==> src/shared/nand_host_pkg.sv <==
package nand_host_pkg;
  // array geometry
  localparam int BLOCK_COUNT    = 1024;
  localparam int PAGES_PER_BLK  = 64;
  localparam int PAGE_BYTES     = 2112;
  localparam int MAIN_BYTES     = 2048;
  localparam int SPARE_BYTES    = 64;
  localparam int ADDR_CYCLES    = 4;
  // bus timing, given in ns and rounded up to sys_clk cycles (25 ns each)
  localparam int CLK_PERIOD_NS  = 25;
  localparam int STROBE_LOW_NS  = 25;
  localparam int STROBE_HIGH_NS = 25;
  localparam int STROBE_LOW_CYC = (STROBE_LOW_NS + CLK_PERIOD_NS - 1) / CLK_PERIOD_NS;
  localparam int STROBE_HI_CYC  = (STROBE_HIGH_NS + CLK_PERIOD_NS - 1) / CLK_PERIOD_NS;
  localparam logic [3:0] LOW_CNT  = 4'(STROBE_LOW_CYC);
  localparam logic [3:0] HIGH_CNT = 4'(STROBE_HI_CYC);
  // reset values
  localparam logic [7:0] IO_RESET = 8'h00;
  // host request kinds
  typedef enum logic [1:0] {
    REQ_CMD,
    REQ_ADDR,
    REQ_WDATA,
    REQ_RDATA
  } req_kind_e;
endpackage

==> src/design/nand_host.sv <==
module nand_host
(
  // clock and reset
  input  wire logic                 sys_clk,
  input  wire logic                 reset_n,
  input  wire logic                 clkEn,
  // user request
  input  wire logic                 reqValid,
  input  wire nand_host_pkg::req_kind_e reqKind,
  input  wire logic [7:0]           reqByte,
  input  wire logic                 reqLast,
  input  wire logic                 protectReq,
  output logic                      reqReady,
  output logic                      rspValid,
  output logic [7:0]                rspByte,
  output logic                      devReady,
  // device pins
  output logic                      chipSelect_n,
  output logic                      cmdLatch,
  output logic                      addrLatch,
  output logic                      writeStrobe_n,
  output logic                      read_strobe_n,
  output logic                      writeProtect_n,
  output logic [7:0]                ioBusOut,
  output logic                      ioBusOe,
  input  wire logic [7:0]           io_bus,
  input  wire logic                 ready_busy_n
);
  import nand_host_pkg::*;

  typedef enum logic [1:0] {IDLE, LOW, HIGH} phase_e;

  phase_e     phase_ff;
  req_kind_e  kind_ff;
  logic [3:0] cnt_ff;
  logic       last_ff;
  logic       rdySync_ff;
  logic [1:0] addrCnt_ff;

  logic take;
  assign take = clkEn && reqValid && reqReady;

  // sequencer: one strobe low phase then high phase per byte
  always_ff @(posedge sys_clk or negedge reset_n) begin
    if (!reset_n) begin
      phase_ff <= IDLE;
      kind_ff  <= REQ_CMD;
      cnt_ff   <= 4'h0;
      last_ff  <= 1'b1;
    end else if (clkEn) begin
      unique case (phase_ff)
        IDLE: begin
          if (take) begin
            phase_ff <= LOW;
            kind_ff  <= reqKind;
            last_ff  <= reqLast;
            cnt_ff   <= LOW_CNT;
          end
        end
        LOW: begin
          if (cnt_ff == 4'h1) begin
            phase_ff <= HIGH;
            cnt_ff   <= HIGH_CNT;
          end else begin
            cnt_ff <= cnt_ff - 4'h1;
          end
        end
        HIGH: begin
          if (cnt_ff == 4'h1) begin
            phase_ff <= IDLE;
          end else begin
            cnt_ff <= cnt_ff - 4'h1;
          end
        end
      endcase
    end
  end

  // ready only when idle and device not busy; busy blocks new frames
  // pins are synchronous, so the first stage already gives a settled busy level
  always_ff @(posedge sys_clk or negedge reset_n) begin
    if (!reset_n) begin
      reqReady   <= 1'b0;
      rdySync_ff <= 1'b0;
      devReady   <= 1'b0;
    end else if (clkEn) begin
      rdySync_ff <= ready_busy_n;
      devReady   <= rdySync_ff;
      reqReady   <= (phase_ff == IDLE) && !take && rdySync_ff;
    end
  end

  // pin drive: latches set on the same edge the strobe falls, held through rising edge
  always_ff @(posedge sys_clk or negedge reset_n) begin
    if (!reset_n) begin
      chipSelect_n  <= 1'b1;
      cmdLatch      <= 1'b0;
      addrLatch     <= 1'b0;
      writeStrobe_n <= 1'b1;
      read_strobe_n <= 1'b1;
      ioBusOut      <= IO_RESET;
      ioBusOe       <= 1'b0;
    end else if (clkEn) begin
      if (take) begin
        chipSelect_n  <= 1'b0;
        cmdLatch      <= (reqKind == REQ_CMD);
        addrLatch     <= (reqKind == REQ_ADDR);
        writeStrobe_n <= (reqKind == REQ_RDATA);
        read_strobe_n <= (reqKind != REQ_RDATA);
        ioBusOut      <= (reqKind == REQ_ADDR && addrCnt_ff == 2'h1) ?
                         {4'h0, reqByte[3:0]} : reqByte;
        ioBusOe       <= (reqKind != REQ_RDATA);
      end else if (phase_ff == LOW && cnt_ff == 4'h1) begin
        writeStrobe_n <= 1'b1; // rising edge captures the byte
        read_strobe_n <= 1'b1;
      end else if (phase_ff == HIGH && cnt_ff == 4'h1) begin
        cmdLatch  <= 1'b0;
        addrLatch <= 1'b0;
        ioBusOe   <= 1'b0;
        if (last_ff) begin
          chipSelect_n <= 1'b1;
        end
      end
    end
  end

  // address cycle counter, restarted by any command byte
  always_ff @(posedge sys_clk or negedge reset_n) begin
    if (!reset_n) begin
      addrCnt_ff <= 2'h0;
    end else if (clkEn && take) begin
      if (reqKind == REQ_ADDR) begin
        addrCnt_ff <= addrCnt_ff + 2'h1;
      end else begin
        addrCnt_ff <= 2'h0;
      end
    end
  end

  // read data sampled just before read strobe rises
  always_ff @(posedge sys_clk or negedge reset_n) begin
    if (!reset_n) begin
      rspValid <= 1'b0;
      rspByte  <= IO_RESET;
    end else if (clkEn) begin
      rspValid <= 1'b0;
      if (phase_ff == LOW && cnt_ff == 4'h1 && kind_ff == REQ_RDATA) begin
        rspValid <= 1'b1;
        rspByte  <= io_bus;
      end
    end
  end

  // write protect follows the user, default protected
  always_ff @(posedge sys_clk or negedge reset_n) begin
    if (!reset_n) begin
      writeProtect_n <= 1'b0;
    end else if (clkEn) begin
      writeProtect_n <= !protectReq;
    end
  end

  // pin protocol checks; the strobe phases are one enabled cycle each,
  // so a longer phase setting must revisit the one-cycle checks below
  AST_EXCL: assert property (@(posedge sys_clk) disable iff (!reset_n)
    !(cmdLatch && addrLatch))
    else $error("both latch strobes high");
  AST_WSTROBE_CS: assert property (@(posedge sys_clk) disable iff (!reset_n)
    !writeStrobe_n |-> !chipSelect_n)
    else $error("write strobe without select");
  AST_RSTROBE_CS: assert property (@(posedge sys_clk) disable iff (!reset_n)
    !read_strobe_n |-> !chipSelect_n && !ioBusOe)
    else $error("read strobe with bus driven");
  AST_HOLD: assert property (@(posedge sys_clk) disable iff (!reset_n)
    !writeStrobe_n |=> $stable(ioBusOut) && $stable(ioBusOe))
    else $error("data changed under write strobe");
  AST_RISE_OE: assert property (@(posedge sys_clk) disable iff (!reset_n)
    $rose(writeStrobe_n) |-> ioBusOe)
    else $error("bus released at strobe rise");
  AST_ADDR_LATCH: assert property (@(posedge sys_clk) disable iff (!reset_n)
    $rose(writeStrobe_n) && $past(addrLatch) |-> addrLatch)
    else $error("address latch dropped early");
  AST_NIBBLE: assert property (@(posedge sys_clk) disable iff (!reset_n)
    (clkEn && take && reqKind == REQ_ADDR && addrCnt_ff == 2'h1) |=> ioBusOut[7:4] == 4'h0)
    else $error("second address cycle high nibble set");
  AST_BUSY: assert property (@(posedge sys_clk) disable iff (!reset_n)
    !devReady |-> !reqReady)
    else $error("request accepted while busy");
  AST_IDLE_CS: assert property (@(posedge sys_clk) disable iff (!reset_n)
    chipSelect_n |-> writeStrobe_n && read_strobe_n && !ioBusOe)
    else $error("activity while deselected");
  AST_WSTROBE_ONE: assert property (@(posedge sys_clk) disable iff (!reset_n)
    (!writeStrobe_n && clkEn) |=> writeStrobe_n)
    else $error("write strobe low too long");
  AST_LATCH_OE: assert property (@(posedge sys_clk) disable iff (!reset_n)
    (cmdLatch || addrLatch) |-> ioBusOe)
    else $error("latch strobe without bus drive");
  AST_CMD_LATCH: assert property (@(posedge sys_clk) disable iff (!reset_n)
    $rose(writeStrobe_n) |-> $stable(cmdLatch) && $stable(addrLatch))
    else $error("latch strobe moved at write rise");
  AST_RDATA: assert property (@(posedge sys_clk) disable iff (!reset_n)
    $rose(read_strobe_n) |-> rspValid)
    else $error("read byte not captured at strobe rise");
  AST_NIBBLE_BUS: assert property (@(posedge sys_clk) disable iff (!reset_n)
    (ioBusOe && addrLatch && addrCnt_ff == 2'h2) |-> ioBusOut[7:4] == 4'h0)
    else $error("column high byte drives upper nibble");
endmodule

==> config.mk <==
export PLATFORM = sky130hd
export DESIGN_NAME = nand_host
export DESIGN_NICKNAME = d
export VERILOG_FILES = /design/src/shared/nand_host_pkg.sv /design/src/design/nand_host.sv
export SDC_FILE = /design/constraint.sdc
export NUM_CORES = 1
export LEC_CHECK = 0
export BUFFER_PORTS_ARGS = -buffer_cell sky130_fd_sc_hd__buf_4
export CAP_MARGIN = 5
export CORE_ASPECT_RATIO = 1.1
export CORE_MARGIN = 4
export CORE_UTILIZATION = 46
export CTS_BUF_LIST = sky130_fd_sc_hd__clkbuf_16
export DETAILED_ROUTE_END_ITERATION = 6
export PLACE_DENSITY = 0.81
export SETUP_SLACK_MARGIN = 0.4
export SLEW_MARGIN = 30
export SYNTH_ARGS = -nofsm -noshare
export SYNTH_HDL_FRONTEND = slang
export SYNTH_SLANG_ARGS = --single-unit
==> constraint.sdc <==
create_clock -name sys_clk -period 1.9 [get_ports sys_clk]
set_input_delay 0.095 -clock sys_clk [delete_from_list [all_inputs] [get_ports sys_clk]]
set_output_delay 0.095 -clock sys_clk [all_outputs]
set_load 0.005 [all_outputs]
==> results.yml <==
global_routing:
  grt_overflow: 0
  grt_first_pass_wirelength_um: 7500
  grt_pass1_vias: 1554
  grt_max_degree: 39
  antenna_found_initial: 0
  grt_usage: 0.2085
routing:
  via_per_inst: 5.493
  wl_per_cell_um: 17.35
  drc_errors: 0
  drt_iter0_markers: 58
  num_vias: 1472
  drtAntennaViolNets: 0
  wl_um: 4649
  dr.pass1.iters: 4
floorplanning:
  core-area_sq_um: 3468
  pin_count: 51
  die_w_um: 66.16
  initial_core_util: 0.4935
  rows: 22
  die_area_sq_um: 4762
  die_h_um: 71.98
power:
  p_leak_uw: 0.001247
  ir_worst_vdd_v: 0.001070
  power_density_nw_per_um2: 1711
worst_hold_path:
  hp-start: "reqByte[0]"
  min_to: "ioBusOut[0]$_DFFE_PN0P_"
  hold_depth: 3
  min_path_type: "in -> reg"
timing:
  whs_ns: 0.01109
  finalSetupViolations: 0
  period_share: 0.9477
  slew_viol_final: 0
  finalCriticalPeriod_ns: 1.801
  worstMarginPinSlew_ns: 0.4870
  tns_ns: 0
  fin_skew_ns: 0.003067
  fmax_ghz: 0.5553
  slew_headroom: 0.6750
  hold_violations: 0
  rsz0062_at_grt: "yes"
run:
  max-cap-violations: 0
cells_and_area:
  fin_cells: 268
  final_cell_area_sq_um: 2595
  syn_to_final_growth_pct: 51.61
  final_nets: 250
  multiInputGateArea_sq_um: 815.8
  regArea_sq_um: 959.7
  antenna_cells: 0
  fillCellCount: 252
  drive_gt1_frac: 0.5273
clock_network:
  cts.sink_count: 38
  cts-root-buf: "clkbuf_16"
  clk_pin_slew_ns: 0.06
  clk-insertion-delay-late_ns: 0.28
  cts.path.max_buffers: 2
  tritoncts: "yes"
  htreeDepth: 2
  cts_buffers: 5
worst_setup_path:
  r2r-start: "cnt_ff[1]$_DFFE_PN0P_"
  cp.required_ns: 2.06
  cp-start-kind: "flip-flop"
  cp_max_fo: 9
  critPathTopFamily: "simple AND/OR/NAND/NOR gates"
  max_stage_delay_ns: 0.42
  r2r_cells: 6
  path_class: "reg -> reg"
  crit_arrival_ns: 1.96
  crit_buf_inv: 2
  rr_endpoint: "rspByte[7]$_DFFE_PN0P_"
  crit_path_end_kind: "flip-flop"
  cp_slowest_cell: "or3b_4"
  r2r_slack_ns: 0.1
  path_cells: "inv_2 -> ha_4 -> or3b_4 -> nor3_4 -> buf_12 -> mux2_2"
synth:
  synthTopCellsByCount: "dfrtp_1 (34), nand2_1 (21), mux2_2 (12), inv_1 (8), o21ai_0 (7)"
  synthFlopType: "dfrtp_1"
  yosysSeqAreaShare: 0.5585
  synthArstFlopShare: 1.000
  synth_top_area_cell: "dfrtp_1"
  synth_area_sq_um: 1712
  yosysTopAreaCellShare: 0.4971
  yosysMostFrequentCell: "dfrtp_1"
  synthesis.nets: 178
  synth.avg_cell_area_sq_um: 11.64
  synth_cells: 147
  yosysWarnings: 0
  synth_edf_count: 0
  ys_top_cells_by_area: "dfrtp_1 (50%), mux2_2 (7.9%), dfstp_2 (6.1%)"
  ys_ff_latch: 38
  synth_cell_types: 39
status:
  status: "finished clean"
placed_design:
  routabilityCongestion: 0.8164
  place_area_sq_um: 2210
  portBuffers: 50
  dpl.hpwl_um: 3116
  place_inst: 246
worst register-to-register path, delay by kind of cell (launching register included):
kind / cells / cell delay (ns)
adder cells (fa/ha/maj): 1 / 0.14
flip-flops: 1 / 0.40
AND/OR/NAND/NOR: 2 / 0.58
multiplexers: 1 / 0.33
buffers and inverters: 2 / 0.24
registers in the layout, indices dropped and copies added, names as in the netlist, 2 cells and up:
signal and count:
ioBusOut 8, rspByte 8, cnt_ff 4, addrCnt_ff 2, kind_ff 2, phase_ff 2
layout make-up:
type / instances / share of cell area
sequential: 38 / 0.3698
inverter: 8 / 0.01157
tap: 48 / 0.02314
clock buffer: 5 / 0.04822
multi-input combinational: 97 / 0.3144
timing repair buffer: 69 / 0.2083
clock inverter: 3 / 0.02459
layer usage:
metal | GRT usage | share of wire | wire, um | up-vias
met5 | 0 | 0 | 0 | -
met4 | 0.08578 | 0.026 | 121 | 0
met3 | 0.04644 | 0.071 | 331 | 11
met2 | 0.3716 | 0.54 | 2501 | 66
met1 | 0.2386 | 0.36 | 1694 | 724
li1 | - | - | - | 671
stage by stage:
| step | worst slack [ns] | total power [uW] | utilization |
|---|---|---|---|
| floorplan | 0.1388 | 2176 | - |
| global placement | 0.1675 | 2735 | 0.6371 |
| detailed placement | 0.1067 | 2842 | 0.6371 |
| finish | 0.09931 | 4440 | 0.7482 |
| CTS | 0.1221 | 4144 | 0.7255 |
| global route | 0.04880 | 4713 | 0.7482 |
placed cells by master (no fill, tap or decap), drive strengths merged, types with 5 or more instances in the layout:
cell	synthesis	routed
nand2	21	21
a22o	5	5
o21ai	7	7
inv	8	8
a21oi	5	5
ha	6	6
mux2	12	12
dfrtp	34	34
clkbuf	3	5
buf	1	68
cell families after synthesis:
group,count (synthesis),synth area share
multiplexers,14,0.09064
AO/OA/AOI/OAI,35,0.1433
adder cells (fa/ha/maj),6,0.04386
buffers and inverters,12,0.02704
flip-flops,38,0.5585
AND/OR/NAND/NOR,42,0.1367
where the power goes:
part | switching [uW] | internal, uW
clock network | 312 | 747
logic | 865 | 1130
registers | 232 | 1150
worst max-delay path by stage:
stage / depth (start not counted) / startpoint / slack [ns] / end
floorplan: 4 / cnt_ff[0]$_DFFE_PN0P_ / 0.14 / rspByte[0]$_DFFE_PN0P_
global placement: 5 / cnt_ff[0]$_DFFE_PN0P_ / 0.17 / rspByte[0]$_DFFE_PN0P_
detailed placement: 5 / cnt_ff[0]$_DFFE_PN0P_ / 0.11 / rspByte[7]$_DFFE_PN0P_
CTS: 6 / cnt_ff[1]$_DFFE_PN0P_ / 0.12 / rspByte[7]$_DFFE_PN0P_
global route: 6 / cnt_ff[1]$_DFFE_PN0P_ / 0.05 / rspByte[7]$_DFFE_PN0P_
finish: 6 / cnt_ff[1]$_DFFE_PN0P_ / 0.1 / rspByte[7]$_DFFE_PN0P_
repair_timing:
action | 4_1_cts | 5_1_grt
hold endpoints to repair | 34 | 0
gates cloned | 0 | 0
buffers inserted | 8 | 5
pin swaps | 9 | 6
setup endpoints to repair | 18 | 30
hold buffers | 1 | 0
gates resized for setup | 13 | 12
(Power assumes the default switching activity.)
